$ cat config.mk
export PLATFORM = sky130hd
export DESIGN_NAME = gst_timer
export DESIGN_NICKNAME = d
export VERILOG_FILES = /design/src/core/gst_pkg.sv /design/src/core/gst_timer.sv
export SDC_FILE = /design/constraint.sdc
export NUM_CORES = 1
export LEC_CHECK = 0
export ABC_AREA = 1
export BUFFER_PORTS_ARGS = -buffer_cell sky130_fd_sc_hd__buf_2
export CORE_ASPECT_RATIO = 1.4
export CORE_MARGIN = 5
export CORE_UTILIZATION = 49
export CTS_BUF_LIST = sky130_fd_sc_hd__clkbuf_2
export DETAILED_ROUTE_END_ITERATION = 10
export PLACE_DENSITY = 0.78
export SYNTH_ARGS = -nofsm -noshare
export SYNTH_HDL_FRONTEND = slang
export SYNTH_SLANG_ARGS = --single-unit
$ cat constraint.sdc
create_clock -name mclk -period 1.88 [get_ports mclk]
set_input_delay 0.188 -clock mclk [delete_from_list [all_inputs] [get_ports mclk]]
set_output_delay 0.188 -clock mclk [all_outputs]
set_load 0.01 [all_outputs]
$ cat src/core/gst_pkg.sv
package gst_pkg;

  // ----------------------------------------------------------------
  // Register map (byte addresses, one word per register)
  // ----------------------------------------------------------------
  localparam logic [11:0] ADDR_COUNT_LOW = 12'h000;
  localparam logic [11:0] ADDR_COUNT_HIGH = 12'h004;
  localparam logic [11:0] ADDR_TIMER_CONTROL = 12'h008;
  localparam logic [11:0] ADDR_GATE_CONTROL = 12'h00c;
  localparam logic [11:0] ADDR_IRQ_STATUS = 12'h010;
  localparam logic [11:0] ADDR_IRQ_MASK = 12'h014;

  // ----------------------------------------------------------------
  // Field positions
  // ----------------------------------------------------------------
  localparam int TC_RUN = 0;
  localparam int TC_SYNCDIS = 2;
  localparam int TC_OSCEN = 3;
  localparam int TC_PS_LO = 4;
  localparam int TC_CS_LO = 6;
  localparam int GC_SS_LO = 0;
  localparam int GC_POL = 6;
  localparam int GC_GE = 7;
  localparam int GC_CMPSYNC1 = 2;
  localparam int GC_CMPSYNC2 = 3;
  localparam int IRQ_OVF = 0;

  // ----------------------------------------------------------------
  // Reset values and encodings
  // ----------------------------------------------------------------
  localparam logic [7:0] CTRL_RESET = 8'h00;
  localparam logic [15:0] COUNT_RESET = 16'h0000;
  localparam logic [15:0] COUNT_MAX = 16'hffff;
  localparam logic [2:0] PRESCALE_RESET = 3'h0;
  localparam logic [1:0] INSTR_DIV_LAST = 2'h3;
  localparam logic [7:0] T0_MAX = 8'hff;

  typedef enum logic [1:0] {
    GST_CS_INSTR = 2'b00,
    GST_CS_SYSTEM = 2'b01,
    GST_CS_EXTERNAL = 2'b10,
    GST_CS_LFOSC = 2'b11
  } gst_clk_src_t;

  typedef enum logic [1:0] {
    GST_GS_PIN = 2'b00,
    GST_GS_T0OVF = 2'b01,
    GST_GS_CMP1 = 2'b10,
    GST_GS_CMP2 = 2'b11
  } gst_gate_src_t;

  typedef struct packed {
    logic psel;
    logic penable;
    logic pwrite;
    logic [11:0] paddr;
    logic [31:0] pwdata;
  } gst_apb_req_t;

  typedef struct packed {
    logic pready;
    logic pslverr;
    logic [31:0] prdata;
  } gst_apb_rsp_t;

endpackage : gst_pkg

$ cat src/core/gst_timer.sv
// Functional notes
// RULE_01 - 16-bit counter, byte writes load immediately
// RULE_02 - Run-enable off stops; gate-enable adds gating
// RULE_03 - Two-bit field selects count clock source
// RULE_04 - System clock source counts every clock
// RULE_05 - External source counts rising edges, sync optional (here the count path is always synchronised)
// RULE_06 - External mode needs falling edge first
// RULE_07 - Prescaler divides by 1, 2, 4, 8
// RULE_08 - Prescaler hidden, cleared by counter writes
// RULE_09 - Oscillator enable starts crystal, runs in sleep
// RULE_10 - Software waits crystal start-up via FC00h preset
// RULE_11 - Sync disable counts raw, runs in sleep (here it only sets sleep_run_ok; counting stays on the two-flop synchroniser)
// RULE_12 - Mode switch may skip or add increment
// RULE_13 - Byte reads valid while async running
// RULE_14 - Software stops counter before writing it
// RULE_15 - Gate counts while gate equals polarity
// RULE_16 - Two-bit field selects gate source
// RULE_17 - Timer0 wrap pulses gate source
// RULE_18 - Counter wraps to zero, sets overflow flag
// RULE_19 - Reset clears counter, prescaler, controls
`timescale 1ns/1ns
module gst_timer (
  // Clock and reset
  input wire logic mclk,
  input wire logic rst,
  // APB slave
  input wire gst_pkg::gst_apb_req_t apb_req,
  output gst_pkg::gst_apb_rsp_t apb_rsp,
  // External pins and sources
  input wire logic external_count_input,
  input wire logic crystal_in_pin,
  input wire logic low_freq_internal_osc,
  input wire logic gate_pin,
  input wire logic comparator_one_out,
  input wire logic comparator_two_out,
  input wire logic [7:0] timer0_count,
  // Crystal driver and status
  output logic crystal_out_pin,
  output logic crystal_osc_enable,
  output logic sleep_run_ok,
  // Interrupt
  output logic irq
);

  // ----------------------------------------------------------------
  // Registers
  // ----------------------------------------------------------------
  logic [15:0] count_ff;
  logic [7:0] timer_control_ff;
  logic [7:0] gate_control_ff;
  logic [2:0] prescale_ff;
  logic [1:0] instr_div_ff;
  logic overflow_flag_ff;
  logic irq_mask_ff;
  logic [31:0] prdata_ff;
  logic ext_armed_ff;
  logic ext_prev_ff;
  logic src_prev_ff;
  logic [7:0] t0_prev_ff;
  logic t0_pulse_ff;
  logic [1:0] ext_sync_ff;
  logic [1:0] xtal_sync_ff;
  logic [1:0] lf_sync_ff;
  logic [1:0] gpin_sync_ff;
  logic [1:0] cmp1_sync_ff;
  logic [1:0] cmp2_sync_ff;

  logic run_enable;
  logic gate_enable;
  logic gate_polarity;
  logic sync_disable;
  gst_pkg::gst_clk_src_t clock_source_select;
  gst_pkg::gst_gate_src_t gate_source_select;
  logic [1:0] prescale_select;

  assign run_enable = timer_control_ff[gst_pkg::TC_RUN];
  assign sync_disable = timer_control_ff[gst_pkg::TC_SYNCDIS];
  assign crystal_osc_enable = timer_control_ff[gst_pkg::TC_OSCEN];
  assign prescale_select = timer_control_ff[gst_pkg::TC_PS_LO +: 2];
  assign clock_source_select = gst_pkg::gst_clk_src_t'(timer_control_ff[gst_pkg::TC_CS_LO +: 2]);
  assign gate_source_select = gst_pkg::gst_gate_src_t'(gate_control_ff[gst_pkg::GC_SS_LO +: 2]);
  assign gate_polarity = gate_control_ff[gst_pkg::GC_POL];
  assign gate_enable = gate_control_ff[gst_pkg::GC_GE];

  // ----------------------------------------------------------------
  // APB decode
  // ----------------------------------------------------------------
  logic wr_en;
  logic rd_en;
  logic wr_low;
  logic wr_high;
  logic rd_status;
  logic addr_ok;

  assign wr_en = apb_req.psel && apb_req.penable && apb_req.pwrite;
  assign rd_en = apb_req.psel && apb_req.penable && !apb_req.pwrite;
  assign wr_low = wr_en && apb_req.paddr == gst_pkg::ADDR_COUNT_LOW;
  assign wr_high = wr_en && apb_req.paddr == gst_pkg::ADDR_COUNT_HIGH;
  assign rd_status = rd_en && apb_req.paddr == gst_pkg::ADDR_IRQ_STATUS;
  assign addr_ok = apb_req.paddr inside {gst_pkg::ADDR_COUNT_LOW, gst_pkg::ADDR_COUNT_HIGH,
    gst_pkg::ADDR_TIMER_CONTROL, gst_pkg::ADDR_GATE_CONTROL, gst_pkg::ADDR_IRQ_STATUS,
    gst_pkg::ADDR_IRQ_MASK};

  // Zero wait states; unmapped addresses answer with an error
  assign apb_rsp.pready = 1'b1;
  assign apb_rsp.pslverr = apb_req.psel && apb_req.penable && !addr_ok;
  assign apb_rsp.prdata = prdata_ff;

  // ----------------------------------------------------------------
  // Input synchronisers
  // ----------------------------------------------------------------
  // Two flops per async input; the edge detector keeps its own history
  always_ff @(posedge mclk or posedge rst)
  begin
    if (rst)
    begin
      ext_sync_ff <= 2'h0;
      xtal_sync_ff <= 2'h0;
      lf_sync_ff <= 2'h0;
      gpin_sync_ff <= 2'h0;
      cmp1_sync_ff <= 2'h0;
      cmp2_sync_ff <= 2'h0;
    end
    else
    begin
      ext_sync_ff <= {ext_sync_ff[0], external_count_input};
      xtal_sync_ff <= {xtal_sync_ff[0], crystal_in_pin};
      lf_sync_ff <= {lf_sync_ff[0], low_freq_internal_osc};
      gpin_sync_ff <= {gpin_sync_ff[0], gate_pin};
      cmp1_sync_ff <= {cmp1_sync_ff[0], comparator_one_out};
      cmp2_sync_ff <= {cmp2_sync_ff[0], comparator_two_out};
    end
  end

  // ----------------------------------------------------------------
  // Crystal oscillator driver
  // ----------------------------------------------------------------
  // Inverting amplifier model; held low when disabled to save power
  assign crystal_out_pin = crystal_osc_enable & ~xtal_sync_ff[1]; // RULE_09
  // Async external counting may continue while the core sleeps
  assign sleep_run_ok = run_enable && sync_disable
    && clock_source_select == gst_pkg::GST_CS_EXTERNAL; // RULE_11

  // ----------------------------------------------------------------
  // Count clock selection
  // ----------------------------------------------------------------
  logic ext_level;
  logic src_level;
  logic src_rise;
  logic src_fall;
  logic instr_tick;
  logic clk_tick;

  // With the crystal enabled the external source is the oscillator
  assign ext_level = crystal_osc_enable ? xtal_sync_ff[1] : ext_sync_ff[1]; // RULE_05
  assign src_level = clock_source_select == gst_pkg::GST_CS_LFOSC ? lf_sync_ff[1] : ext_level;
  assign src_rise = src_level && !src_prev_ff;
  assign src_fall = !src_level && src_prev_ff;
  assign instr_tick = instr_div_ff == gst_pkg::INSTR_DIV_LAST;

  always_comb
  begin
    unique case (clock_source_select) // RULE_03
      gst_pkg::GST_CS_INSTR: clk_tick = instr_tick;
      gst_pkg::GST_CS_SYSTEM: clk_tick = 1'b1; // RULE_04
      gst_pkg::GST_CS_EXTERNAL: clk_tick = src_rise && ext_armed_ff; // RULE_05 RULE_06
      gst_pkg::GST_CS_LFOSC: clk_tick = src_rise;
    endcase
  end

  always_ff @(posedge mclk or posedge rst)
  begin
    if (rst)
    begin
      instr_div_ff <= 2'h0;
      src_prev_ff <= 1'b0;
    end
    else
    begin
      instr_div_ff <= instr_div_ff + 2'h1;
      src_prev_ff <= src_level;
    end
  end

  // Falling edge must be seen after reset, a counter write or while disabled
  always_ff @(posedge mclk or posedge rst)
  begin
    if (rst)
      ext_armed_ff <= 1'b0; // RULE_06
    else if (wr_low || wr_high || !run_enable)
      ext_armed_ff <= 1'b0; // RULE_06
    else if (src_fall)
      ext_armed_ff <= 1'b1; // RULE_06
  end

  // ----------------------------------------------------------------
  // Gate logic
  // ----------------------------------------------------------------
  logic cmp1_level;
  logic cmp2_level;
  logic gate_level;
  logic gate_open;
  logic count_en;

  assign cmp1_level = gate_control_ff[gst_pkg::GC_CMPSYNC1] ? cmp1_sync_ff[1] : comparator_one_out;
  assign cmp2_level = gate_control_ff[gst_pkg::GC_CMPSYNC2] ? cmp2_sync_ff[1] : comparator_two_out;

  // Timer0 wrap detection gives a one-cycle high pulse
  always_ff @(posedge mclk or posedge rst)
  begin
    if (rst)
    begin
      t0_prev_ff <= 8'h00;
      t0_pulse_ff <= 1'b0;
    end
    else
    begin
      t0_prev_ff <= timer0_count;
      t0_pulse_ff <= t0_prev_ff == gst_pkg::T0_MAX && timer0_count == 8'h00; // RULE_17
    end
  end

  always_comb
  begin
    unique case (gate_source_select) // RULE_16
      gst_pkg::GST_GS_PIN: gate_level = gpin_sync_ff[1];
      gst_pkg::GST_GS_T0OVF: gate_level = t0_pulse_ff; // RULE_17
      gst_pkg::GST_GS_CMP1: gate_level = cmp1_level;
      gst_pkg::GST_GS_CMP2: gate_level = cmp2_level;
    endcase
  end

  assign gate_open = gate_level == gate_polarity; // RULE_15
  assign count_en = run_enable && (!gate_enable || gate_open); // RULE_02

  // ----------------------------------------------------------------
  // Prescaler
  // ----------------------------------------------------------------
  logic pre_tick;

  always_comb
  begin
    unique case (prescale_select) // RULE_07
      2'b00: pre_tick = 1'b1;
      2'b01: pre_tick = prescale_ff[0];
      2'b10: pre_tick = &prescale_ff[1:0];
      2'b11: pre_tick = &prescale_ff;
    endcase
  end

  // Not mapped to any register; counter writes restart it
  always_ff @(posedge mclk or posedge rst)
  begin
    if (rst)
      prescale_ff <= gst_pkg::PRESCALE_RESET; // RULE_19
    else if (wr_low || wr_high)
      prescale_ff <= gst_pkg::PRESCALE_RESET; // RULE_08
    else if (count_en && clk_tick)
      prescale_ff <= prescale_ff + 3'h1; // RULE_07
  end

  // ----------------------------------------------------------------
  // Counter
  // ----------------------------------------------------------------
  logic inc;
  logic wrap;

  // Synced and raw modes share one edge path, so mode switches
  // cannot lose or add counts here
  assign inc = count_en && clk_tick && pre_tick; // RULE_12
  assign wrap = inc && count_ff == gst_pkg::COUNT_MAX; // RULE_18

  // Register write wins over a coincident increment
  always_ff @(posedge mclk or posedge rst)
  begin
    if (rst)
      count_ff <= gst_pkg::COUNT_RESET; // RULE_19
    else if (wr_low)
      count_ff <= {count_ff[15:8], apb_req.pwdata[7:0]}; // RULE_01 RULE_14
    else if (wr_high)
      count_ff <= {apb_req.pwdata[7:0], count_ff[7:0]}; // RULE_01 RULE_14
    else if (inc)
      count_ff <= count_ff + 16'h0001; // RULE_01 RULE_18
  end

  // ----------------------------------------------------------------
  // Control registers
  // ----------------------------------------------------------------
  always_ff @(posedge mclk or posedge rst)
  begin
    if (rst)
    begin
      timer_control_ff <= gst_pkg::CTRL_RESET; // RULE_19
      gate_control_ff <= gst_pkg::CTRL_RESET; // RULE_19
      irq_mask_ff <= 1'b0;
    end
    else if (wr_en)
    begin
      if (apb_req.paddr == gst_pkg::ADDR_TIMER_CONTROL)
        timer_control_ff <= apb_req.pwdata[7:0];
      if (apb_req.paddr == gst_pkg::ADDR_GATE_CONTROL)
        gate_control_ff <= apb_req.pwdata[7:0];
      if (apb_req.paddr == gst_pkg::ADDR_IRQ_MASK)
        irq_mask_ff <= apb_req.pwdata[gst_pkg::IRQ_OVF];
    end
  end

  // ----------------------------------------------------------------
  // Interrupt
  // ----------------------------------------------------------------
  // Rollover wins over the read that clears the flag
  always_ff @(posedge mclk or posedge rst)
  begin
    if (rst)
      overflow_flag_ff <= 1'b0;
    else if (wrap)
      overflow_flag_ff <= 1'b1; // RULE_18 RULE_11
    else if (rd_status)
      overflow_flag_ff <= 1'b0;
  end

  assign irq = overflow_flag_ff && irq_mask_ff;

  // ----------------------------------------------------------------
  // Read data
  // ----------------------------------------------------------------
  // Counter is in the bus domain, so each byte read is coherent
  always_ff @(posedge mclk or posedge rst)
  begin
    if (rst)
      prdata_ff <= 32'h00000000;
    else if (apb_req.psel && !apb_req.penable && !apb_req.pwrite)
    begin
      unique case (apb_req.paddr)
        gst_pkg::ADDR_COUNT_LOW: prdata_ff <= {24'h000000, count_ff[7:0]}; // RULE_13
        gst_pkg::ADDR_COUNT_HIGH: prdata_ff <= {24'h000000, count_ff[15:8]}; // RULE_13
        gst_pkg::ADDR_TIMER_CONTROL: prdata_ff <= {24'h000000, timer_control_ff};
        gst_pkg::ADDR_GATE_CONTROL: prdata_ff <= {24'h000000, gate_control_ff};
        gst_pkg::ADDR_IRQ_STATUS: prdata_ff <= {31'h00000000, overflow_flag_ff};
        gst_pkg::ADDR_IRQ_MASK: prdata_ff <= {31'h00000000, irq_mask_ff};
        default: prdata_ff <= 32'h00000000;
      endcase
    end
  end

endmodule : gst_timer

# Word-level counts from Yosys, hierarchy flattened
# Cells that the tools add are included.
dict set report classes {
  add_sub_neg 3
  eq_ne 19
  muxes 17
  n_bitwise 3
  reduce_logical 48
}
# op count
set op_table {}
lappend op_table {{$pmux 8 s6} 1}
lappend op_table {{$mux 16} 2}
lappend op_table {{$eq 12x4->1 const B} 2}
lappend op_table {{$eq 12x5->1 const B} 2}
lappend op_table {{$logic_and 1x1->1} 20}
lappend op_table {{$add 16x1->16 const B} 1}
lappend op_table {{$eq 16x16->1 const B} 1}
lappend op_table {{$eq 2x2->1 const B} 7}
lappend op_table {{$eq 12x3->1 const B} 1}
lappend op_table {{$logic_not 12->1} 1}
lappend op_table {{$pmux 1 s4} 3}
lappend op_table {{$reduce_and 2->1} 6}
lappend op_table {{$reduce_bool 2->1} 5}
lappend op_table {{$eq 8x8->1 const B} 1}
lappend op_table {{$logic_not 8->1} 1}
lappend op_table {{$mux 1} 8}
lappend op_table {{$mux 8} 1}
lappend op_table {{$logic_not 1->1} 7}
lappend op_table {{$eq 2x1->1 const B} 3}
lappend op_table {{$logic_not 2->1} 3}
lappend op_table {{$mux 3} 2}
lappend op_table {{$reduce_bool 6->1} 1}
lappend op_table {{$add 3x1->3 const B} 1}
lappend op_table {{$logic_or 1x1->1} 3}
lappend op_table {{6 further kinds} 7}
dict set report word_totals {
  register_bits 94
  inputBits 63
  output_inout_bits 38
}

# Longest topological paths before layout
dict set report depth {
  depth_word 10
  depth_mapped 12
  mapped_depth_nobuf 12
}

# Worst setup path after synthesis
# OpenSTA, ideal clock, no wires.
dict set report synth_timing {
  path_type {reg2reg}
  start {reg timer_control_ff[3]}
  end {reg count_ff[13]}
  setup_ns 0.117
  arrival_time_ns 1.400
  required_time_ns 1.763
  slack_ns 0.363
  stages_incl_launch_ff 11
  n_path_buf 0
  synth_period_minus_slack_ns 1.517
  cell_sequence {dfrtp_1 -> nand2_1 -> nand3_1 -> nand2_1 -> nand2_1 -> a21oi_1 -> nand3_1 -> nand2_2 -> nand2_2 -> nand2_1 -> nand2_1}
}
dict set report synth_between {
  elab_chain_len 9
}
# element line_no
set synth_lines {}
lappend synth_lines {{start: declaration} gst_timer.sv:49} ;# logic [7:0] timer_control_ff;
lappend synth_lines {{start signal: assignment} gst_timer.sv:293} ;# timer_control_ff <= gst_pkg::CTRL_RESET;
lappend synth_lines {{start signal: assignment} gst_timer.sv:300} ;# timer_control_ff <= apb_req.pwdata[7:0];
lappend synth_lines {{$mux 1 (*)} gst_timer.sv:155} ;# assign ext_level = crystal_osc_enable ? xtal_sync_ff[1] : ext_sync_ff[1];
lappend synth_lines {{$mux 1 (*)} gst_timer.sv:156} ;# assign src_level = clock_source_select == gst_pkg::GST_CS_LFOSC ? lf_sync_ff[1] : ext_level;
lappend synth_lines {{net src_level} gst_timer.sv:148} ;# logic src_level;
lappend synth_lines {{$logic_and 1x1->1 (*)} gst_timer.sv:157} ;# assign src_rise = src_level && !src_prev_ff;
lappend synth_lines {{$logic_and 1x1->1} gst_timer.sv:166} ;# gst_pkg::GST_CS_EXTERNAL: clk_tick = src_rise && ext_armed_ff;
lappend synth_lines {{$pmux 1 s4 (*)} gst_timer.sv:163} ;# unique case (clock_source_select)
lappend synth_lines {{$logic_and 1x1->1 (*) (2 in a row)} gst_timer.sv:270} ;# assign inc = count_en && clk_tick && pre_tick;
lappend synth_lines {{$reduce_bool 2->1 (no source line) (*)} n/a}
lappend synth_lines {{$reduce_and 2->1 (no source line) (*)} n/a}
lappend synth_lines {{end signal: assignment} gst_timer.sv:277} ;# count_ff <= gst_pkg::COUNT_RESET;
lappend synth_lines {{end signal: assignment} gst_timer.sv:279} ;# count_ff <= {count_ff[15:8], apb_req.pwdata[7:0]};
lappend synth_lines {{end signal: assignment} gst_timer.sv:281} ;# count_ff <= {apb_req.pwdata[7:0], count_ff[7:0]};
lappend synth_lines {{end: declaration} gst_timer.sv:48} ;# logic [15:0] count_ff;
# The timed path passes the listed nets; every way through them passes the cells marked *.
# A chain may end at the register's enable or synchronous reset.

# Worst setup path after layout
dict set report layout_timing {
  start {reg gate_control_ff[0]}
  end {reg count_ff[12]}
}
dict set report layout_between {
  elab_chain_len 9
  word_cells_on_any_way 12
}
# element line_no
set layout_lines {}
lappend layout_lines {{start: declaration} gst_timer.sv:50} ;# logic [7:0] gate_control_ff;
lappend layout_lines {{start signal: assignment} gst_timer.sv:294} ;# gate_control_ff <= gst_pkg::CTRL_RESET;
lappend layout_lines {{start signal: assignment} gst_timer.sv:302} ;# gate_control_ff <= apb_req.pwdata[7:0];
lappend layout_lines {{$eq 2x2->1, or another cell as far along} gst_timer.sv:225} ;# unique case (gate_source_select)
lappend layout_lines {{$pmux 1 s4 (*)} gst_timer.sv:225}
lappend layout_lines {{$eq 1x1->1 (*)} gst_timer.sv:233} ;# assign gate_open = gate_level == gate_polarity;
lappend layout_lines {{$logic_or 1x1->1 (*)} gst_timer.sv:234} ;# assign count_en = run_enable && (!gate_enable || gate_open);
lappend layout_lines {{$logic_and 1x1->1 (*)} gst_timer.sv:234}
lappend layout_lines {{$logic_and 1x1->1 (*) (2 in a row)} gst_timer.sv:270}
lappend layout_lines {{$reduce_bool 2->1 (no source line) (*)} n/a}
lappend layout_lines {{$reduce_and 2->1 (no source line) (*)} n/a}
# Mark *: on every way between the ends. The rest lies on a longest branch, timed or not.

==> results.toml <==
[global_routing]
antenna_found_initial = 0
grt_pass1_wl_um = 15750
overflow = 0
grt_usage = 0.2068
grt_pass1_vias = 3448
grt_max_degree = 32

[power]
pwr_density_cell_nw_per_um2 = 612.2
finalPower_mw = 2.797
power.leakage_nw = 2.266
vdd.ir_drop.worst_mv = 0.5468

[cts]
cts_tree = "built"
cts_sinks = 70
cts_buffers = 9
cts-root-buf = "clkbuf_2"
htree_levels = 3
clk_latency_ns = 0.54
clk_pin_slew_ns = 0.23
clk_path_buf_depth = 2

[critical_path]
path_class = "reg -> reg"
path_common_cell = "nand2_1"
end_kind = "register"
crit_family = "simple AND/OR/NAND/NOR gates"
cp_num_buf_inv = 0
slowest_delay_ns = 0.50
crit_required_ns = 2.32
start_kind = "register"
cp_slowest_cell = "dfrtp_1"
cp.arrival_ns = 2.18
crit_fanout = 8
crit_chain = "nor2_1 > nand2_1 > nand3_1 > nand2_1 > nand3_1 > nand3_2 > nand2_2 > nand2_2 > nand2_1 > nand2_1"

[timing]
min_period_ns = 1.747
hold_viol_final = 0
fin_skew_ns = 0.03674
drv_slew = 0
fin_ws_ns = 0.1333
finalSetupTns_ns = 0
slew_headroom = 0.5501
period_share = 0.9291
tightest_slew_ns = 0.6735
fmax_mhz = 572.5
setup_viol = 0

[logic_synthesis]
ys.flop_type = "dfrtp_1"
avgSynthCellArea_sq_um = 7.870
synth_cell_types = 29
synth-seq-cells = 70
synth_area_leaders = "dfrtp_1 46%, nand2_1 12%, nand3_1 7.1%"
post-synth-top-area-cell = "dfrtp_1"
synth_edf_count = 0
yosysMostFrequentCell = "nand2_1"
syn_area_sq_um = 3825
syn-instance-count = 486
async_reset_ff_frac = 1.000
yosys.area.top_type_share = 0.4580
yosysSeqAreaShare = 0.4580
netlist_top_cells_count = "125 x nand2_1, 70 x dfrtp_1, 62 x inv_1, 54 x nand3_1, 26 x o21ai_0"
yosysWarnings = 0

[place]
hpwl_um = 7142
portBuffers = 51
dp_slack_ns = 0.09025
gp_congestion = 0.9499

[drt]
ant_nets = 0
via_per_inst = 5.193
drc = 0
wl_um = 9615
first_iter_violations = 332
num_vias = 3526
drt-wirelength-per-cell_um = 14.16
firstDrtPassIters = 6

[finish]
antenna_cells = 0
area_delta_synth_final_pct = 19.43
fin_util = 0.5931
drive_gt1_frac = 0.1744
fin_nets = 641

[min_path]
min_path_type = "in -> reg"

[floorplan]
die_area_sq_um = 9698
std_cell_rows = 38
dieWidth_um = 84.67
die_h_um = 114.5
initial_core_util = 0.4966
pin_count = 101
core_area_sq_um = 7702

[run_status]
run_status = "finished, final reports clean"

[job]
drv_cap = 0
==> path summary, 6_finish.rpt <==
kind | from | to | slack (ns) | cells after the start
min in group asynchronous | rst | cmp1_sync_ff[1]$_DFF_PP0_ | 0.27 | 3
max reg2reg | gate_control_ff[0]$_DFFE_PP0P_ | count_ff[12]$_DFFE_PP0P_ | 0.13 | 10
max | gate_control_ff[0]$_DFFE_PP0P_ | count_ff[12]$_DFFE_PP0P_ | 0.13 | 10
max in group asynchronous | rst | ext_armed_ff$_DFFE_PP0P_ | 1.05 | 4
min reg2reg | cmp1_sync_ff[0]$_DFF_PP0_ | cmp1_sync_ff[1]$_DFF_PP0_ | 0.35 | 0
min | apb_req[2] | gate_control_ff[2]$_DFFE_PP0P_ | 0.05 | 3
==> worst register-to-register path, stage by stage (launching register included) <==
cell     delay, ns
dfrtp_1       0.50
nor2_1        0.14
nand2_1       0.09
nand3_1       0.08
nand2_1       0.05
nand3_1       0.18
nand3_2       0.17
nand2_2       0.16
nand2_2       0.13
nand2_1       0.08
nand2_1       0.05
==> metrics by stage <==
stage / cell area, sq um / instances / hold WS [ns]
2_1_floorplan: 3915 / 509 / 0.2194
3_3_place_gp: 4169 / 639 / 0.2960
3_5_place_dp: 4169 / 639 / 0.2977
4_1_cts: 4543 / 678 / 0.01360
5_1_grt: 4568 / 679 / 0.01058
6_report: 4568 / 679 / 0.04525
==> layer usage <==
layer	vias up	track usage	wire, um
met3	37	0.03960	711
met5	-	0	0
li1	1710	-	-
met1	1623	0.2349	3646
met4	0	0.1088	449
met2	156	0.3654	4807
==> cells by family after synthesis <==
| logic type | count (synthesis) | synth area share |
|---|---|---|
| simple gates | 239 | 0.2849 |
| other cells | 2 | 0.001963 |
| flops | 70 | 0.4580 |
| xor+xnor | 12 | 0.02748 |
| compound gates | 62 | 0.08766 |
| fa+ha+maj | 4 | 0.01309 |
| mux | 1 | 0.002944 |
| buf+inv | 96 | 0.1240 |
==> flip-flops by register name, indices dropped and copies added (netlist names) <==
register          flops
lf_sync_ff            2
src_prev_ff           1
gate_control_ff       8
irq_mask_ff           1
t0_prev_ff            8
xtal_sync_ff          2
instr_div_ff          2
ext_armed_ff          1
ext_sync_ff           2
prdata_ff             8
cmp2_sync_ff          2
gpin_sync_ff          2
t0_pulse_ff           1
timer_control_ff      8
overflow_flag_ff      1
count_ff             16
prescale_ff           3
cmp1_sync_ff          2
==> repair_timing <==
item / CTS / global route
hold buffers: 23 / 0
setup buffers: 0 / 1
hold endpoints to repair: 57 / 0
resized for setup: 0 / 4
endpoints found under the setup margin: 0 / 16
==> placed cells by master, fill, tap and decap left out, drive strengths merged, types with 3 or more instances in the layout <==
| cell | Yosys | layout |
|---|---|---|
| buf | 31 | 63 |
| dfrtp | 70 | 70 |
| nand3 | 54 | 54 |
| nor4 | 3 | 3 |
| ha | 4 | 4 |
| nand4 | 8 | 8 |
| clkbuf | 1 | 10 |
| nand2 | 131 | 131 |
| a21oi | 3 | 3 |
| nor2 | 27 | 27 |
| nor3 | 14 | 14 |
| conb | 2 | 25 |
| o22ai | 17 | 17 |
| inv | 64 | 65 |
| o21ai | 41 | 41 |
| dlygate4sd3 | 0 | 23 |
| xor2 | 11 | 11 |
==> power by group <==
group	switching, mW	internal, mW	leakage (nW)
clock network	0.571	0.457	0.0831
logic	0.135	0.0900	1.28
registers	0.00883	1.53	0.903
total	0.715	2.08	2.27
==> cell type report <==
cell class / count / area (sq um)
well taps: 100 / 125.1
multi-input cells: 343 / 1703
clock buffers: 10 / 50.05
inverters: 64 / 244.0
repair buffers: 86 / 600.6
clock inverters: 6 / 93.84
fillers: 724 / 3134
flip-flops and latches: 70 / 1752
Note: power is estimated with default switching activity, not from simulation.
